==> src/rtl/mwv_pkg.sv <==
/*
 * Shared constants and types for the Manchester word validator.
 * Assumes the core clock is the oversampling clock, twelve times the bit rate.
 */
package mwv_pkg;

	// The clock is supplied at this multiple of the serial bit rate.
	localparam int OVS_PER_BIT = 12;
	localparam int CLK_PERIOD_NS = 8;

	// Bit phase counter: one bit period spans phases 0 to 11.
	localparam logic [3:0] PH_LAST = 4'(OVS_PER_BIT - 1);
	localparam logic [3:0] PH_RISE = 4'h5;
	localparam logic [3:0] PH_SAMPLE_A = 4'h3;
	localparam logic [3:0] PH_SAMPLE_B = 4'h9;
	localparam logic [3:0] PH_MID_LO = 4'h4;
	localparam logic [3:0] PH_MID_HI = 4'h8;
	localparam logic [3:0] PH_MID_NEXT = 4'h7;
	localparam logic [3:0] PH_AFTER_SYNC = 4'h1;

	// Transition spacing windows, in oversampling clock periods.
	localparam logic [4:0] SPAN_SHORT_MIN = 5'h04;
	localparam logic [4:0] SPAN_SHORT_MAX = 5'h08;
	localparam logic [4:0] SPAN_LONG_MIN = 5'h0a;
	localparam logic [4:0] SPAN_LONG_MAX = 5'h0e;
	localparam logic [4:0] SPAN_SYNC_MIN = 5'h0f;
	localparam logic [4:0] SPAN_SYNC_MAX = 5'h15;
	localparam logic [4:0] SPAN_SAT = 5'h1f;
	localparam logic [4:0] SPAN_ONE = 5'h01;
	localparam logic [4:0] SYNC_HALF = 5'h12;

	// Bit counter milestones within a word.
	localparam int PAYLOAD_BITS = 16;
	localparam logic [4:0] CNT_START = 5'h01;
	localparam logic [4:0] CNT_PARITY = 5'(PAYLOAD_BITS);
	localparam logic [4:0] CNT_EVAL = 5'(PAYLOAD_BITS + 1);

	// Self-clear time of the good-word flag, in recovered bit periods.
	localparam int GOOD_BITS = 20;
	localparam logic [7:0] GOOD_CYCLES = 8'(GOOD_BITS * OVS_PER_BIT);

	localparam int FIFO_DEPTH = 16;

	typedef enum logic [1:0] {
		ST_HUNT = 2'b00,
		ST_SYNC2 = 2'b01,
		ST_RECV = 2'b10
	} mwv_state_t;

	typedef struct packed {
		logic cmd;
		logic [PAYLOAD_BITS-1:0] data;
	} mwv_word_t;

	localparam int WORD_W = $bits(mwv_word_t);

endpackage

==> src/rtl/mwv_fifo.sv <==
/*
 * Synchronous FIFO with registered read data and valid/ready on both sides.
 * Assumes a single clock and a synchronous active-high reset.
 */
`timescale 1ns/100ps
module mwv_fifo #(
	parameter int WIDTH = 17,
	parameter int DEPTH = 16
) (
	input wire logic i_core_clk,
	input wire logic i_rst,
	input wire logic i_wr_valid,
	output logic o_wr_ready,
	input wire logic [WIDTH-1:0] i_wr_data,
	output logic o_rd_valid,
	input wire logic i_rd_ready,
	output logic [WIDTH-1:0] o_rd_data
);
	localparam int PTR_W = $clog2(DEPTH);
	localparam int CNT_W = $clog2(DEPTH + 1);
	localparam logic [CNT_W-1:0] CNT_FULL = CNT_W'(DEPTH);

	logic [WIDTH-1:0] mem [DEPTH];
	logic [PTR_W-1:0] wr_ptr_ff, nxt_wr_ptr, rd_ptr_ff, nxt_rd_ptr;
	logic [CNT_W-1:0] cnt_ff, nxt_cnt;
	logic out_valid_ff, nxt_out_valid;
	logic [WIDTH-1:0] out_data_ff, nxt_out_data;
	logic push, pop;

	always_comb begin
		push = i_wr_valid && (cnt_ff != CNT_FULL);
		pop = (cnt_ff != '0) && (!out_valid_ff || i_rd_ready);
		nxt_wr_ptr = push ? PTR_W'(wr_ptr_ff + 1'b1) : wr_ptr_ff;
		nxt_rd_ptr = pop ? PTR_W'(rd_ptr_ff + 1'b1) : rd_ptr_ff;
		nxt_cnt = cnt_ff;
		if (push && !pop) begin
			nxt_cnt = CNT_W'(cnt_ff + 1'b1);
		end else if (pop && !push) begin
			nxt_cnt = CNT_W'(cnt_ff - 1'b1);
		end
		nxt_out_data = pop ? mem[rd_ptr_ff] : out_data_ff;
		nxt_out_valid = pop || (out_valid_ff && !i_rd_ready);
	end

	always_ff @(posedge i_core_clk) begin
		if (push) begin
			mem[wr_ptr_ff] <= i_wr_data;
		end
	end

	always_ff @(posedge i_core_clk) begin
		if (i_rst) begin
			wr_ptr_ff <= '0;
			rd_ptr_ff <= '0;
			cnt_ff <= '0;
			out_valid_ff <= 1'b0;
			out_data_ff <= '0;
		end else begin
			wr_ptr_ff <= nxt_wr_ptr;
			rd_ptr_ff <= nxt_rd_ptr;
			cnt_ff <= nxt_cnt;
			out_valid_ff <= nxt_out_valid;
			out_data_ff <= nxt_out_data;
		end
	end

	assign o_wr_ready = (cnt_ff != CNT_FULL);
	assign o_rd_valid = out_valid_ff;
	assign o_rd_data = out_data_ff;

endmodule // mwv_fifo

==> src/rtl/mwv_validator.sv <==
/*
 * Manchester receive decoder: sync hunt, bit recovery, NRZ delivery,
 * odd parity check, good-word flag and a FIFO of received words.
 * Assumes i_core_clk is the oversampling clock at twelve times the bit rate
 * and that the line and abort inputs are asynchronous pins.
 */
`timescale 1ns/100ps

// Summary of operation
// - After sixteen payload bits are delivered, check the word for odd parity.
// - Raise the good-word flag only without coding or parity errors.
// - When the good-word flag rises, sync hunting has already resumed.
// - The good-word flag self-clears twenty bit periods after rising.
// - A new sync plus two good bits clears the good-word flag early.
// - Abort high at a bit clock rising edge returns to sync hunt.
// - A spacing near six clocks is a valid half-bit interval.
// - A spacing near twelve clocks is a valid full-bit interval.
// - Bit clock is the clock divided by twelve, phase locked to data.
// - Sync-type flag is high sixteen bit periods after a command sync.
// - Only a valid sync plus two valid bits starts an output cycle.
module mwv_validator
	import mwv_pkg::*;
(
	input wire logic i_core_clk,
	input wire logic i_rst,
	input wire logic i_line_data,
	input wire logic i_word_abort_input,
	input wire logic i_word_ready,
	output logic o_recovered_bit_clock,
	output logic o_payload_window,
	output logic o_nrz_serial_out,
	output logic o_sync_type_flag,
	output logic o_word_good_flag,
	output logic o_word_dropped,
	output logic o_word_valid,
	output mwv_word_t o_word
);
	logic line_s1_ff, line_s2_ff, line_d_ff;
	logic abort_s1_ff, abort_s2_ff;
	mwv_state_t state_ff, nxt_state;
	logic [4:0] span_ff, nxt_span, sync_cnt_ff, nxt_sync_cnt;
	logic [4:0] bit_cnt_ff, nxt_bit_cnt;
	logic [3:0] phase_ff, nxt_phase;
	logic half_a_ff, nxt_half_a, half_b_ff, nxt_half_b;
	logic merr_ff, nxt_merr, par_ff, nxt_par;
	logic cmd_pend_ff, nxt_cmd_pend;
	logic [PAYLOAD_BITS-1:0] data_ff, nxt_data;
	logic bitclk_ff, nxt_bitclk, window_ff, nxt_window;
	logic nrz_ff, nxt_nrz, type_ff, nxt_type;
	logic good_ff, nxt_good, drop_ff, nxt_drop;
	logic [7:0] good_tmr_ff, nxt_good_tmr;
	logic edge_seen, is_short, is_long, is_sync, bit_end, bit_rise;
	logic bad_bit, eval_ok, start_ok, fifo_wr_ready, fifo_wr_valid;
	mwv_word_t fifo_wr_word;

	// Both pins pass two flops; the edge detector compares the second with its delayed copy.
	always_ff @(posedge i_core_clk) begin
		if (i_rst) begin
			line_s1_ff <= 1'b0;
			line_s2_ff <= 1'b0;
			line_d_ff <= 1'b0;
			abort_s1_ff <= 1'b0;
			abort_s2_ff <= 1'b0;
		end else begin
			line_s1_ff <= i_line_data;
			line_s2_ff <= line_s1_ff;
			line_d_ff <= line_s2_ff;
			abort_s1_ff <= i_word_abort_input;
			abort_s2_ff <= abort_s1_ff;
		end
	end

	always_comb begin
		edge_seen = line_s2_ff ^ line_d_ff;
		is_short = (span_ff >= SPAN_SHORT_MIN) && (span_ff <= SPAN_SHORT_MAX);
		is_long = (span_ff >= SPAN_LONG_MIN) && (span_ff <= SPAN_LONG_MAX);
		is_sync = (span_ff >= SPAN_SYNC_MIN) && (span_ff <= SPAN_SYNC_MAX);
		bit_end = (phase_ff == PH_LAST);
		bit_rise = (phase_ff == PH_RISE);
		bad_bit = (half_a_ff == half_b_ff);
		// Odd parity: the seventeen bits must hold an odd count of ones.
		eval_ok = (state_ff == ST_RECV) && bit_end && (bit_cnt_ff == CNT_EVAL)
			&& !merr_ff && par_ff;
		start_ok = (state_ff == ST_RECV) && bit_end && (bit_cnt_ff == CNT_START)
			&& !merr_ff && !bad_bit;
		fifo_wr_valid = eval_ok;
		fifo_wr_word.cmd = cmd_pend_ff;
		fifo_wr_word.data = data_ff;

		nxt_state = state_ff;
		nxt_span = edge_seen ? SPAN_ONE
			: (span_ff == SPAN_SAT) ? span_ff : 5'(span_ff + 1'b1);
		nxt_sync_cnt = 5'(sync_cnt_ff + 1'b1);
		nxt_bit_cnt = bit_cnt_ff;
		nxt_phase = bit_end ? 4'h0 : 4'(phase_ff + 1'b1);
		nxt_half_a = half_a_ff;
		nxt_half_b = half_b_ff;
		nxt_merr = merr_ff;
		nxt_par = par_ff;
		nxt_cmd_pend = cmd_pend_ff;
		nxt_data = data_ff;
		nxt_window = window_ff;
		nxt_nrz = nrz_ff;
		nxt_type = type_ff;
		nxt_drop = eval_ok && !fifo_wr_ready;

		unique case (state_ff)
			ST_HUNT: begin
				// The mid-sync edge ends a first half of sync length.
				if (edge_seen && is_sync) begin
					nxt_state = ST_SYNC2;
					nxt_cmd_pend = line_d_ff;
					nxt_sync_cnt = SPAN_ONE;
				end
			end
			ST_SYNC2: begin
				// The second sync half may merge with bit 0, so it is timed
				// rather than closed by an edge.
				if (edge_seen && (sync_cnt_ff < SPAN_SYNC_MIN)) begin
					nxt_state = ST_HUNT;
				end else if (sync_cnt_ff == SYNC_HALF) begin
					nxt_state = ST_RECV;
					nxt_phase = PH_AFTER_SYNC;
					nxt_bit_cnt = 5'h00;
					nxt_merr = 1'b0;
					nxt_par = 1'b0;
				end
			end
			ST_RECV: begin
				if (edge_seen) begin
					// The slot after parity carries no data, so activity on an
					// idle or chattering line there must not hold the phase
					// still and postpone the parity verdict.
					if ((phase_ff >= PH_MID_LO) && (phase_ff <= PH_MID_HI)
						&& (bit_cnt_ff <= CNT_PARITY)) begin
						nxt_phase = PH_MID_NEXT;
					end
					if ((bit_cnt_ff != 5'h00) && (bit_cnt_ff <= CNT_PARITY)
						&& !(is_short || is_long)) begin
						nxt_merr = 1'b1;
					end
				end
				if (phase_ff == PH_SAMPLE_A) begin
					nxt_half_a = line_s2_ff;
				end
				if (phase_ff == PH_SAMPLE_B) begin
					nxt_half_b = line_s2_ff;
				end
				if (bit_end) begin
					nxt_bit_cnt = 5'(bit_cnt_ff + 1'b1);
					if (bit_cnt_ff <= CNT_PARITY) begin
						nxt_merr = nxt_merr || bad_bit;
						nxt_par = par_ff ^ half_a_ff;
						if (bit_cnt_ff < CNT_PARITY) begin
							nxt_data = {data_ff[PAYLOAD_BITS-2:0], half_a_ff};
						end
						// Delivery lags reception by one bit.
						nxt_nrz = data_ff[0];
					end
					if (bit_cnt_ff == CNT_START) begin
						if (start_ok) begin
							nxt_window = 1'b1;
							nxt_type = cmd_pend_ff;
						end else begin
							nxt_state = ST_HUNT;
						end
					end
					if (bit_cnt_ff == CNT_EVAL) begin
						nxt_state = ST_HUNT;
						nxt_window = 1'b0;
						nxt_type = 1'b0;
						nxt_nrz = 1'b0;
					end
				end
			end
		endcase

		if (bit_rise && abort_s2_ff) begin
			nxt_state = ST_HUNT;
			nxt_window = 1'b0;
			nxt_type = 1'b0;
			nxt_nrz = 1'b0;
		end

		nxt_bitclk = (nxt_phase > PH_RISE);

		nxt_good = good_ff;
		nxt_good_tmr = good_ff ? 8'(good_tmr_ff - 1'b1) : good_tmr_ff;
		if (start_ok || (good_ff && (good_tmr_ff == 8'h01))) begin
			nxt_good = 1'b0;
		end
		// A new good word wins over any clear in the same cycle.
		if (eval_ok) begin
			nxt_good = 1'b1;
			nxt_good_tmr = GOOD_CYCLES;
		end
	end

	always_ff @(posedge i_core_clk) begin
		if (i_rst) begin
			state_ff <= ST_HUNT;
			span_ff <= SPAN_SAT;
			sync_cnt_ff <= '0;
			bit_cnt_ff <= '0;
			phase_ff <= '0;
			half_a_ff <= 1'b0;
			half_b_ff <= 1'b0;
			merr_ff <= 1'b0;
			par_ff <= 1'b0;
			cmd_pend_ff <= 1'b0;
			data_ff <= '0;
			bitclk_ff <= 1'b0;
			window_ff <= 1'b0;
			nrz_ff <= 1'b0;
			type_ff <= 1'b0;
			good_ff <= 1'b0;
			good_tmr_ff <= '0;
			drop_ff <= 1'b0;
		end else begin
			state_ff <= nxt_state;
			span_ff <= nxt_span;
			sync_cnt_ff <= nxt_sync_cnt;
			bit_cnt_ff <= nxt_bit_cnt;
			phase_ff <= nxt_phase;
			half_a_ff <= nxt_half_a;
			half_b_ff <= nxt_half_b;
			merr_ff <= nxt_merr;
			par_ff <= nxt_par;
			cmd_pend_ff <= nxt_cmd_pend;
			data_ff <= nxt_data;
			bitclk_ff <= nxt_bitclk;
			window_ff <= nxt_window;
			nrz_ff <= nxt_nrz;
			type_ff <= nxt_type;
			good_ff <= nxt_good;
			good_tmr_ff <= nxt_good_tmr;
			drop_ff <= nxt_drop;
		end
	end

	// The line cannot be stalled, so a full FIFO drops the word and says so.
	mwv_fifo #(
		.WIDTH(WORD_W),
		.DEPTH(FIFO_DEPTH)
	) u_fifo (
		.i_core_clk(i_core_clk),
		.i_rst(i_rst),
		.i_wr_valid(fifo_wr_valid),
		.o_wr_ready(fifo_wr_ready),
		.i_wr_data(fifo_wr_word),
		.o_rd_valid(o_word_valid),
		.i_rd_ready(i_word_ready),
		.o_rd_data(o_word)
	);

	assign o_recovered_bit_clock = bitclk_ff;
	assign o_payload_window = window_ff;
	assign o_nrz_serial_out = nrz_ff;
	assign o_sync_type_flag = type_ff;
	assign o_word_good_flag = good_ff;
	assign o_word_dropped = drop_ff;

	AST_GOOD_CAUSE: assert property (@(posedge i_core_clk) disable iff (i_rst)
		$rose(o_word_good_flag) |-> $past(eval_ok))
		else $error("Good flag rose without a clean parity-checked word.");
	AST_EVAL_AT_END: assert property (@(posedge i_core_clk) disable iff (i_rst)
		eval_ok |-> bit_cnt_ff == CNT_EVAL && !merr_ff)
		else $error("Word evaluated before all bits were delivered.");
	AST_HUNT_AT_GOOD: assert property (@(posedge i_core_clk) disable iff (i_rst)
		$rose(o_word_good_flag) |-> state_ff == ST_HUNT)
		else $error("Not hunting for sync when the good flag rose.");
	AST_GOOD_TIMEOUT: assert property (@(posedge i_core_clk) disable iff (i_rst)
		$rose(o_word_good_flag) |-> ##[1:240] !o_word_good_flag)
		else $error("Good flag did not self-clear in time.");
	AST_EARLY_CLEAR: assert property (@(posedge i_core_clk) disable iff (i_rst)
		$rose(o_payload_window) |-> !o_word_good_flag)
		else $error("Good flag survived the start of a new word.");
	AST_ABORT: assert property (@(posedge i_core_clk) disable iff (i_rst)
		bit_rise && abort_s2_ff |=> state_ff == ST_HUNT && !o_payload_window)
		else $error("Abort at bit clock rise did not reset the receiver.");
	AST_WINDOW_LEN: assert property (@(posedge i_core_clk)
		disable iff (i_rst || abort_s2_ff)
		$rose(o_payload_window) |-> ##191 o_payload_window ##1 !o_payload_window)
		else $error("Payload window did not last sixteen bit periods.");
	AST_TYPE_IN_WINDOW: assert property (@(posedge i_core_clk) disable iff (i_rst)
		o_sync_type_flag |-> o_payload_window)
		else $error("Sync-type flag high outside the payload window.");
	AST_START: assert property (@(posedge i_core_clk) disable iff (i_rst)
		$rose(o_payload_window) |-> $past(start_ok) && bit_cnt_ff == 5'h02)
		else $error("Output cycle began without sync and two good bits.");
	AST_CODE_ERR: assert property (@(posedge i_core_clk) disable iff (i_rst)
		state_ff == ST_RECV && edge_seen && bit_cnt_ff != 5'h00
		&& bit_cnt_ff <= CNT_PARITY && !is_short && !is_long |=> merr_ff)
		else $error("Bad transition spacing was not recorded.");
	AST_PHASE: assert property (@(posedge i_core_clk) disable iff (i_rst)
		phase_ff <= PH_LAST)
		else $error("Bit phase counter left its range.");

endmodule // mwv_validator

==> config.mk <==
export PLATFORM = sky130hd
export DESIGN_NAME = mwv_validator
export DESIGN_NICKNAME = d
export VERILOG_FILES = /design/src/rtl/mwv_pkg.sv /design/src/rtl/mwv_fifo.sv /design/src/rtl/mwv_validator.sv
export SDC_FILE = /design/constraint.sdc
export NUM_CORES = 1
export LEC_CHECK = 0
export BUFFER_PORTS_ARGS = -buffer_cell sky130_fd_sc_hd__buf_2
export CAP_MARGIN = 10
export CORE_MARGIN = 3
export CORE_UTILIZATION = 51
export CTS_BUF_LIST = sky130_fd_sc_hd__clkbuf_8
export CTS_CLUSTER_SIZE = 25
export DETAILED_ROUTE_END_ITERATION = 6
export GPL_ROUTABILITY_DRIVEN = 0
export PLACE_DENSITY = 0.67
export SETUP_SLACK_MARGIN = 0.02
export SYNTH_ARGS = -nofsm -noshare
export SYNTH_HDL_FRONTEND = slang
export SYNTH_SLANG_ARGS = --single-unit
==> constraint.sdc <==
create_clock -name i_core_clk -period 8.2 [get_ports i_core_clk]
set_clock_uncertainty 0.05 [all_clocks]
set_input_delay 1.64 -clock i_core_clk [delete_from_list [all_inputs] [get_ports i_core_clk]]
set_output_delay 1.64 -clock i_core_clk [all_outputs]
set_load 0.05 [all_outputs]
==> reports/metrics.cfg, run 1 <==
[grt]
grt_max_degree=67
overflow=0
grt_pass1_wl_um=45700
grt.total_usage=0.192
grt_pass1_vias=8143
antenna_found_initial=0

[synthesis]
ys.flop_type=edfxtp_1
synth_top_area_share=0.559
ys_warn_count=0
synth_area_sq_um=14600
syn_area_per_cell_sq_um=16.1
yosysUniqueCellTypes=66
ys_async_sr_fraction=0
synth_edf_count=272
ys_ff_latch=364
yosysTopAreaCell=edfxtp_1
synth_fp_nets=943
yosys-top-cells-area=edfxtp_1 56%, dfxtp_1 13%, mux4_2 10%
postSynthCellCount=909
synth-seq-area-share=0.685

[floorplanning]
io-pin-count=29
fp.dieH_um=175
fp-row-count=61
core_region_area_sq_um=28000
die_w_um=175
start_util=0.522
design.die.area_sq_um=30700

[setup_path]
end_kind=flip-flop
worstSetupPathType=flip-flop to flip-flop
required_ns=8.65
cp.depth=12
r2r_cells=12
start_kind=flip-flop
worstPathArrival_ns=4.13
max_stage_delay_ns=0.65
crit_path_top_delay_cell=a2111oi_4
path_buf_inv=2
cp_top_family=adder cells
cp_max_fo=17
crit_chain=inv_1 > ha_1 > nand4b_2 > a2111oi_4 > ha_1 > inv_1 > fa_1 > a21o_1 > a21oi_1 > xnor2_1 > or3_1 > a21oi_1

[placement]
io_buffers=28
hpwl_um=16800

[finish]
final_common_cell=edfxtp_1
syn_to_final_growth_pct=11.7
n_antenna_cell=0
drive_gt1_frac=0.219
final_cell_mix=272 x edfxtp_1, 89 x dfxtp_1, 68 x mux4_2, 68 x clkbuf_8, 55 x a21oi_1
num-nets-final=1002

[sta]
finalSetupTns_ns=0
min_period_ns=3.67
slew_viol_final=0
fmaxAchievable_ghz=0.272
setup_violations=0
period_share=0.448
max_slew.worst_pin.slew_ns=1.18
hold_violations=0
maxSlewHeadroom=0.215
rsz0062_at_grt=no

[detailed_routing]
wl_per_cell_um=20.6
num_vias=7747
drc=0
drt_iter0_drc=541
via_per_inst=5.56
drtAntennaViolNets=0
wirelength_um=28800
first_pass_iters=6

[power_and_ir_drop]
fin_total_pwr_mw=3.61
leakagePower_nw=5.54
powerDensity_nw_per_um2=221
peakVddDrop_v=0.000148

[clock_network]
ctsHoldBuffers=0
cts_tree=done
cts_resized=0
clk_pin_slew_ns=0.06
cts.sinks=364
root_buffer=clkbuf_8
cts_buffer_depth=3
post_cts_buffers=0
h-tree-depth=2
clock_latency_ns=0.58
cts-buffers-inserted=58

[worst_hold_path]
holdPathStages=1
hold_path_class=flip-flop to flip-flop

[flow_run]
cap_violations=0

[outcome]
outcome=completed

-- routing by layer --
metal	up-vias	global-route usage	share of wire
li1	3629	-	-
met5	-	0	0
met4	0	0.0575	0.020
met2	143	0.329	0.50
met3	41	0.0313	0.038
met1	3934	0.256	0.44
-- per-stage QoR --
stage                      util  hold WS (ns)  setup slack, ns  area [sq um]  cells
after floorplan               -         0.364             4.58         14600    909
after global placement    0.542         0.371             4.37         15200   1285
after detailed placement  0.542         0.377             4.33         15200   1285
after CTS                 0.582         0.392             4.52         16300   1393
after global routing      0.583         0.412             4.26         16300   1394
final                     0.583         0.385             4.53         16300   1394
-- state kept, by name, summed over array words and instances (netlist names), 2 cells and up --
register and flops:
bit_cnt_ff 5, data_ff 16, good_tmr_ff 8, phase_ff 4, span_ff 5, state_ff 2
sync_cnt_ff 5, u_fifo.cnt_ff 5, u_fifo.mem 272, u_fifo.o_rd_data 17, u_fifo.rd_ptr_ff 4, u_fifo.wr_ptr_ff 4
-- power by group --
| group | internal [mW] | total [mW] | leakage, nW | switching, mW |
|---|---|---|---|---|
| Combinational | 0.0727 | 0.156 | 1.60 | 0.0829 |
| Sequential | 1.97 | 2.00 | 3.27 | 0.0248 |
| Clock | 0.782 | 1.46 | 0.672 | 0.675 |
-- area by class of cell --
type | count | area, sq um
Clock inverter | 40 | 186
Multi-Input combinational cell | 477 | 4350
Timing Repair Buffer | 45 | 272
Inverter | 22 | 82.6
Sequential cell | 364 | 10000
Tap cell | 378 | 473
Clock buffer | 68 | 936
Fill cell | 2179 | 11700
-- worst register-to-register path: cells and delay by family (launching register included) --
family	cells	cell delay, ns
AO/OA/AOI/OAI	4	1.14
XOR/XNOR	1	0.10
adder cells (fa/ha/maj)	3	1.22
buffers and inverters	2	0.19
flip-flops	1	0.32
AND/OR/NAND/NOR	2	0.58
-- logic make-up (layout without fill, tap and decap cells) --
family                   count (synthesis)  count (layout)  synth area share
buffers and inverters                   68             175            0.0204
flip-flops                             364             364             0.685
adder cells (fa/ha/maj)                 29              29            0.0254
AND/OR/NAND/NOR                        195             195            0.0689
XOR/XNOR                                31              31            0.0186
AO/OA/AOI/OAI                          127             127            0.0582
multiplexers                            95              95             0.123
-- final timing paths --
path         slack, ns   startpoint               end
max reg2reg       4.53  state_ff[0]  u_fifo.cnt_ff[4]
max               4.53  state_ff[0]  u_fifo.cnt_ff[4]
min               0.38  abort_s1_ff       abort_s2_ff
min reg2reg       0.38  abort_s1_ff       abort_s2_ff
-- synth_stat cells (2+ instances only) --
library cell,n
a22oi_1,2
o21bai_1,2
nand4_1,5
nand3b_1,2
and3_1,4
nand3_1,11
and3b_1,2
a21oi_1,55
nand2_1,53
nor4_1,2
or2_2,2
o21ai_0,8
or4_1,3
nor3_1,9
or3_1,4
nor4bb_1,2
buf_6,2
nor2_1,53
inv_1,21
xor2_1,14
mux4_2,68
o311ai_0,2
xnor2_1,17
nand4bb_1,2
nand2b_1,5
edfxtp_1,272
mux2i_1,26
a211oi_1,19
buf_4,3
clkbuf_1,23
buf_1,5
a22o_1,17
dfxtp_1,92
ha_1,28
nor2b_1,24
buf_2,13
a21o_1,8
(Power assumes the default switching activity.)
==> run 2: changes to the inputs <==
--- a/config.mk
+++ b/config.mk
@@ -13,7 +13,7 @@
 export CTS_CLUSTER_SIZE = 25
 export DETAILED_ROUTE_END_ITERATION = 6
 export GPL_ROUTABILITY_DRIVEN = 0
-export PLACE_DENSITY = 0.67
+export PLACE_DENSITY = 0.7
 export SETUP_SLACK_MARGIN = 0.02
 export SYNTH_ARGS = -nofsm -noshare
 export SYNTH_HDL_FRONTEND = slang
==> constraint.sdc (replaced) <==
create_clock -name i_core_clk -period 3.2 [get_ports i_core_clk]
set_clock_uncertainty 0.05 [all_clocks]
set_input_delay 0.64 -clock i_core_clk [delete_from_list [all_inputs] [get_ports i_core_clk]]
set_output_delay 0.64 -clock i_core_clk [all_outputs]
set_load 0.05 [all_outputs]
==> reports/metrics.cfg, run 2 (synthesis results as in run 1) <==
[outcome]
outcome=completed

[floorplanning]
core_region_area_sq_um=28000
io-pin-count=29
die_w_um=175
fp-row-count=61
fp.dieH_um=175
design.die.area_sq_um=30700
start_util=0.522

[worst_hold_path]
hold_path_class=input port to flip-flop
holdPathStages=2

[sta]
hold_violations=0
fmaxAchievable_ghz=0.336
finalSetupTns_ns=0
period_share=0.931
rsz0062_at_grt=no
slew_viol_final=0
maxSlewHeadroom=0.373
setup_violations=0
min_period_ns=2.98
max_slew.worst_pin.slew_ns=0.941

[grt]
grt_max_degree=32
grt_pass1_vias=8223
antenna_found_initial=0
grt_pass1_wl_um=46400
overflow=0
grt.total_usage=0.196

[power_and_ir_drop]
peakVddDrop_v=0.000283
powerDensity_nw_per_um2=551
leakagePower_nw=5.67

[finish]
seq_area_sq_um=10000
fillCellCount=2111
max_flop_register=u_fifo.mem
largest_register_ffs=272
drive_gt1_frac=0.238
n_antenna_cell=0
final_common_cell=edfxtp_1
final_cell_area_sq_um=16600
num-nets-final=1026
final_cell_mix=272 x edfxtp_1, 88 x dfxtp_1, 68 x mux4_2
multi_input_area_sq_um=4380
syn_to_final_growth_pct=13.7

[detailed_routing]
drt_iter0_drc=613
wl_per_cell_um=20.7
via_per_inst=5.65
drc=0
drtAntennaViolNets=0
first_pass_iters=5
num_vias=8019
wirelength_um=29400

[clock_network]
h-tree-depth=2
cts_buffer_depth=3
post_cts_buffers=0
clk_pin_slew_ns=0.06
cts_tree=done
cts.sinks=364
cts-buffers-inserted=57
clock_latency_ns=0.58
root_buffer=clkbuf_8

[flow_run]
cap_violations=0

[setup_path]
start_kind=flip-flop
r2r_cells=11
worstSetupPathType=flip-flop to flip-flop
worstPathArrival_ns=3.43
cp_max_fo=6
end_kind=flip-flop
required_ns=3.66

[placement]
hpwl_um=18000
place_area_sq_um=15500
io_buffers=28

-- run 2: power by group --
group	internal (mW)	leakage [nW]	switching [mW]
Combinational	0.190	1.74	0.210
Clock	1.90	0.662	1.72
Sequential	5.06	3.27	0.0651
Total	7.15	5.67	1.99
-- run 2: final timing paths --
path	startpoint	end	slack (ns)
max	u_fifo.cnt_ff[0]	u_fifo.cnt_ff[4]	0.22
max reg2reg	u_fifo.cnt_ff[0]	u_fifo.cnt_ff[4]	0.22
min	i_line_data	line_s1_ff	0.23
min reg2reg	abort_s1_ff	abort_s2_ff	0.38
-- run 2: routing by layer --
metal | share of wire | vias to the layer above | GRT usage
met3 | 0.062 | 52 | 0.0363
met1 | 0.43 | 4046 | 0.269
met2 | 0.49 | 239 | 0.319
li1 | - | 3682 | -
met4 | 0.025 | 0 | 0.0668
met5 | 0 | - | 0
-- run 2: cell type report --
class | count | area share
clock buffers | 67 | 0.0555
clock inverters | 41 | 0.0105
inverters | 22 | 0.00497
multi-input cells | 477 | 0.264
flip-flops and latches | 364 | 0.603
well taps | 378 | 0.0285
repair buffers | 70 | 0.0335
-- run 2: what timing repair did --
item | CTS | global route
hold buffers | 0 | 0
setup endpoints to repair | 0 | 1
gates resized for setup | 0 | 3
hold endpoints to repair | 0 | 0
-- run 2: through the flow --
step                      power (mW)  utilization  hold slack, ns  instances  setup slack (ns)
after detailed placement        5.62        0.553           0.378       1311             0.181
after floorplan                 5.53            -           0.364        909            0.0222
after global routing            9.51        0.593           0.222       1419            0.0289
final                           9.15        0.593           0.232       1419             0.221
after CTS                       9.24        0.592           0.195       1419             0.166
after global placement          5.61        0.553           0.381       1311             0.228
-- run 2: critical path, cell delays in order (launching register included) --
cell	delay, ns
dfxtp_1	0.36
or4_1	0.56
o21a_2	0.28
inv_2	0.09
ha_1	0.19
inv_1	0.11
fa_1	0.41
a21o_1	0.17
a21oi_1	0.17
xnor2_1	0.09
or3_1	0.30
a21oi_1	0.14
==> run 3: changes to the inputs <==
--- a/config.mk
+++ b/config.mk
@@ -5,15 +5,15 @@
 export SDC_FILE = /design/constraint.sdc
 export NUM_CORES = 1
 export LEC_CHECK = 0
-export BUFFER_PORTS_ARGS = -buffer_cell sky130_fd_sc_hd__buf_2
 export CAP_MARGIN = 10
 export CORE_MARGIN = 3
 export CORE_UTILIZATION = 51
 export CTS_BUF_LIST = sky130_fd_sc_hd__clkbuf_8
 export CTS_CLUSTER_SIZE = 25
 export DETAILED_ROUTE_END_ITERATION = 6
+export DONT_BUFFER_PORTS = 1
 export GPL_ROUTABILITY_DRIVEN = 0
-export PLACE_DENSITY = 0.7
+export PLACE_DENSITY = 0.69
 export SETUP_SLACK_MARGIN = 0.02
 export SYNTH_ARGS = -nofsm -noshare
 export SYNTH_HDL_FRONTEND = slang
==> reports/metrics.cfg, run 3 (synthesis results as in run 1) <==
[finish]
fillCellCount=2120
largest_register_ffs=272
multi_input_area_sq_um=4370
max_flop_register=u_fifo.mem
post-route-util=0.588
syn_to_final_growth_pct=12.8
n_antenna_cell=0
drive_gt1_frac=0.228
final_common_cell=edfxtp_1
num-nets-final=1004
final_cell_mix=272 x edfxtp_1, 89 x dfxtp_1, 68 x mux4_2
seq_area_sq_um=10000

[grt]
grt_max_degree=67
grt_pass1_wl_um=46000
overflow=0
antenna_found_initial=0
grt.total_usage=0.194
grt_pass1_vias=8211

[sta]
fmaxAchievable_ghz=0.338
min_period_ns=2.96
setup_violations=0
maxSlewHeadroom=0.466
finalSetupTns_ns=0
rsz0062_at_grt=no
max_slew.worst_pin.slew_ns=0.800
period_share=0.924
hold_violations=0
slew_viol_final=0

[detailed_routing]
drc=0
wl_per_cell_um=20.8
num_vias=7914
via_per_inst=5.67
wirelength_um=29000
drt_iter0_drc=660
drtAntennaViolNets=0
first_pass_iters=5

[floorplanning]
fp-row-count=61
io-pin-count=29
fp.dieH_um=175
start_util=0.522
design.die.area_sq_um=30700
core_region_area_sq_um=28000
die_w_um=175

[setup_path]
path_common_cell=a21oi_1
max_stage_delay_ns=0.58
crit_path_top_delay_cell=or4_1
cp_max_fo=6
worstPathArrival_ns=3.42
crit_chain=or4_1 > o21a_4 > inv_2 > ha_2 > inv_1 > fa_1 > a21o_1 > a21oi_1 > xnor2_1 > or3_1 > a21oi_1
worstSetupPathType=flip-flop to flip-flop
end_kind=flip-flop
required_ns=3.67
start_kind=flip-flop

[power_and_ir_drop]
peakVddDrop_v=0.000321
leakagePower_nw=5.55
switching_power_mw=2.02
p_comb_frac=0.042
powerDensity_nw_per_um2=560
sw_frac_of_total=0.219
share_seq_of_total_power=0.554
clockPowerShare=0.404
p_int_mw=7.22

[placement]
hpwl_um=17700
io_buffers=0

[clock_network]
cts.sinks=364
clk_pin_slew_ns=0.06
cts_buffer_depth=3
clock_latency_ns=0.61
cts-buffers-inserted=57
root_buffer=clkbuf_8
cts_tree=done
h-tree-depth=2

[worst_hold_path]
hold_path_class=input port to flip-flop

[flow_run]
cap_violations=0

[outcome]
outcome=completed

[run 3: cell count changes in the layout (fill, tap and decap cells not counted), moves of 4 or more]
cell and change:
buf_2 -28, buf_4 +10, inv_1 -5, buf_12 -4, clkinv_2 +4
[run 3: timing repair]
action | 4_1_cts | 5_1_grt
setup endpoints to repair | 0 | 1
hold buffers | 0 | 0
buffers inserted | 0 | 1
gates resized for setup | 0 | 4
[run 3: per-stage QoR]
step           setup WS [ns]  instance area (sq um)  power, mW  instances  hold slack, ns
2_1_floorplan         0.0222                  14600       5.53        909           0.364
3_3_place_gp           0.228                  15300       5.59       1288           0.388
3_5_place_dp           0.178                  15300       5.60       1288           0.392
4_1_cts                0.149                  16500       9.34       1394          0.0207
5_1_grt               0.0193                  16500       9.61       1395          0.0267
6_report               0.243                  16500       9.23       1395          0.0601
[run 3: layout make-up]
cell class / instances / area share
well taps: 378 / 0.0287
flip-flops and latches: 364 / 0.608
multi-input cells: 477 / 0.265
clock inverters: 40 / 0.0131
repair buffers: 48 / 0.0249
clock buffers: 66 / 0.0551
inverters: 22 / 0.00501
[run 3: critical path: cells and delay by family, from the launching register on]
kind	cells	cell delay [ns]
flip-flops	1	0.36
AO/OA/AOI/OAI	4	0.74
buffers and inverters	2	0.17
AND/OR/NAND/NOR	2	0.89
XOR/XNOR	1	0.09
adder cells (fa/ha/maj)	2	0.59
[run 3: power groups by stage]
stage / clock network (mW) / logic (mW) / registers (mW)
2_1_floorplan: 0 / 0.329 / 5.20
3_3_place_gp: 0 / 0.378 / 5.21
3_5_place_dp: 0 / 0.382 / 5.21
4_1_cts: 3.83 / 0.387 / 5.12
5_1_grt: 4.05 / 0.442 / 5.12
6_report: 3.73 / 0.387 / 5.12
[run 3: worst paths after layout]
path | end | cells after the start | startpoint | slack [ns]
max reg2reg | u_fifo.cnt_ff[4] | 11 | u_fifo.cnt_ff[0] | 0.24
max | u_fifo.cnt_ff[4] | 11 | u_fifo.cnt_ff[0] | 0.24
min reg2reg | line_s2_ff | 1 | line_s1_ff | 0.40
min | data_ff[12] | 1 | i_rst | 0.06
[run 3: metal layers]
layer,routed length (um),up-vias,track usage
li1,-,3634,-
met1,12500,4027,0.262
met2,14300,206,0.320
met3,1410,47,0.0331
met4,807,0,0.0718
met5,0,-,0
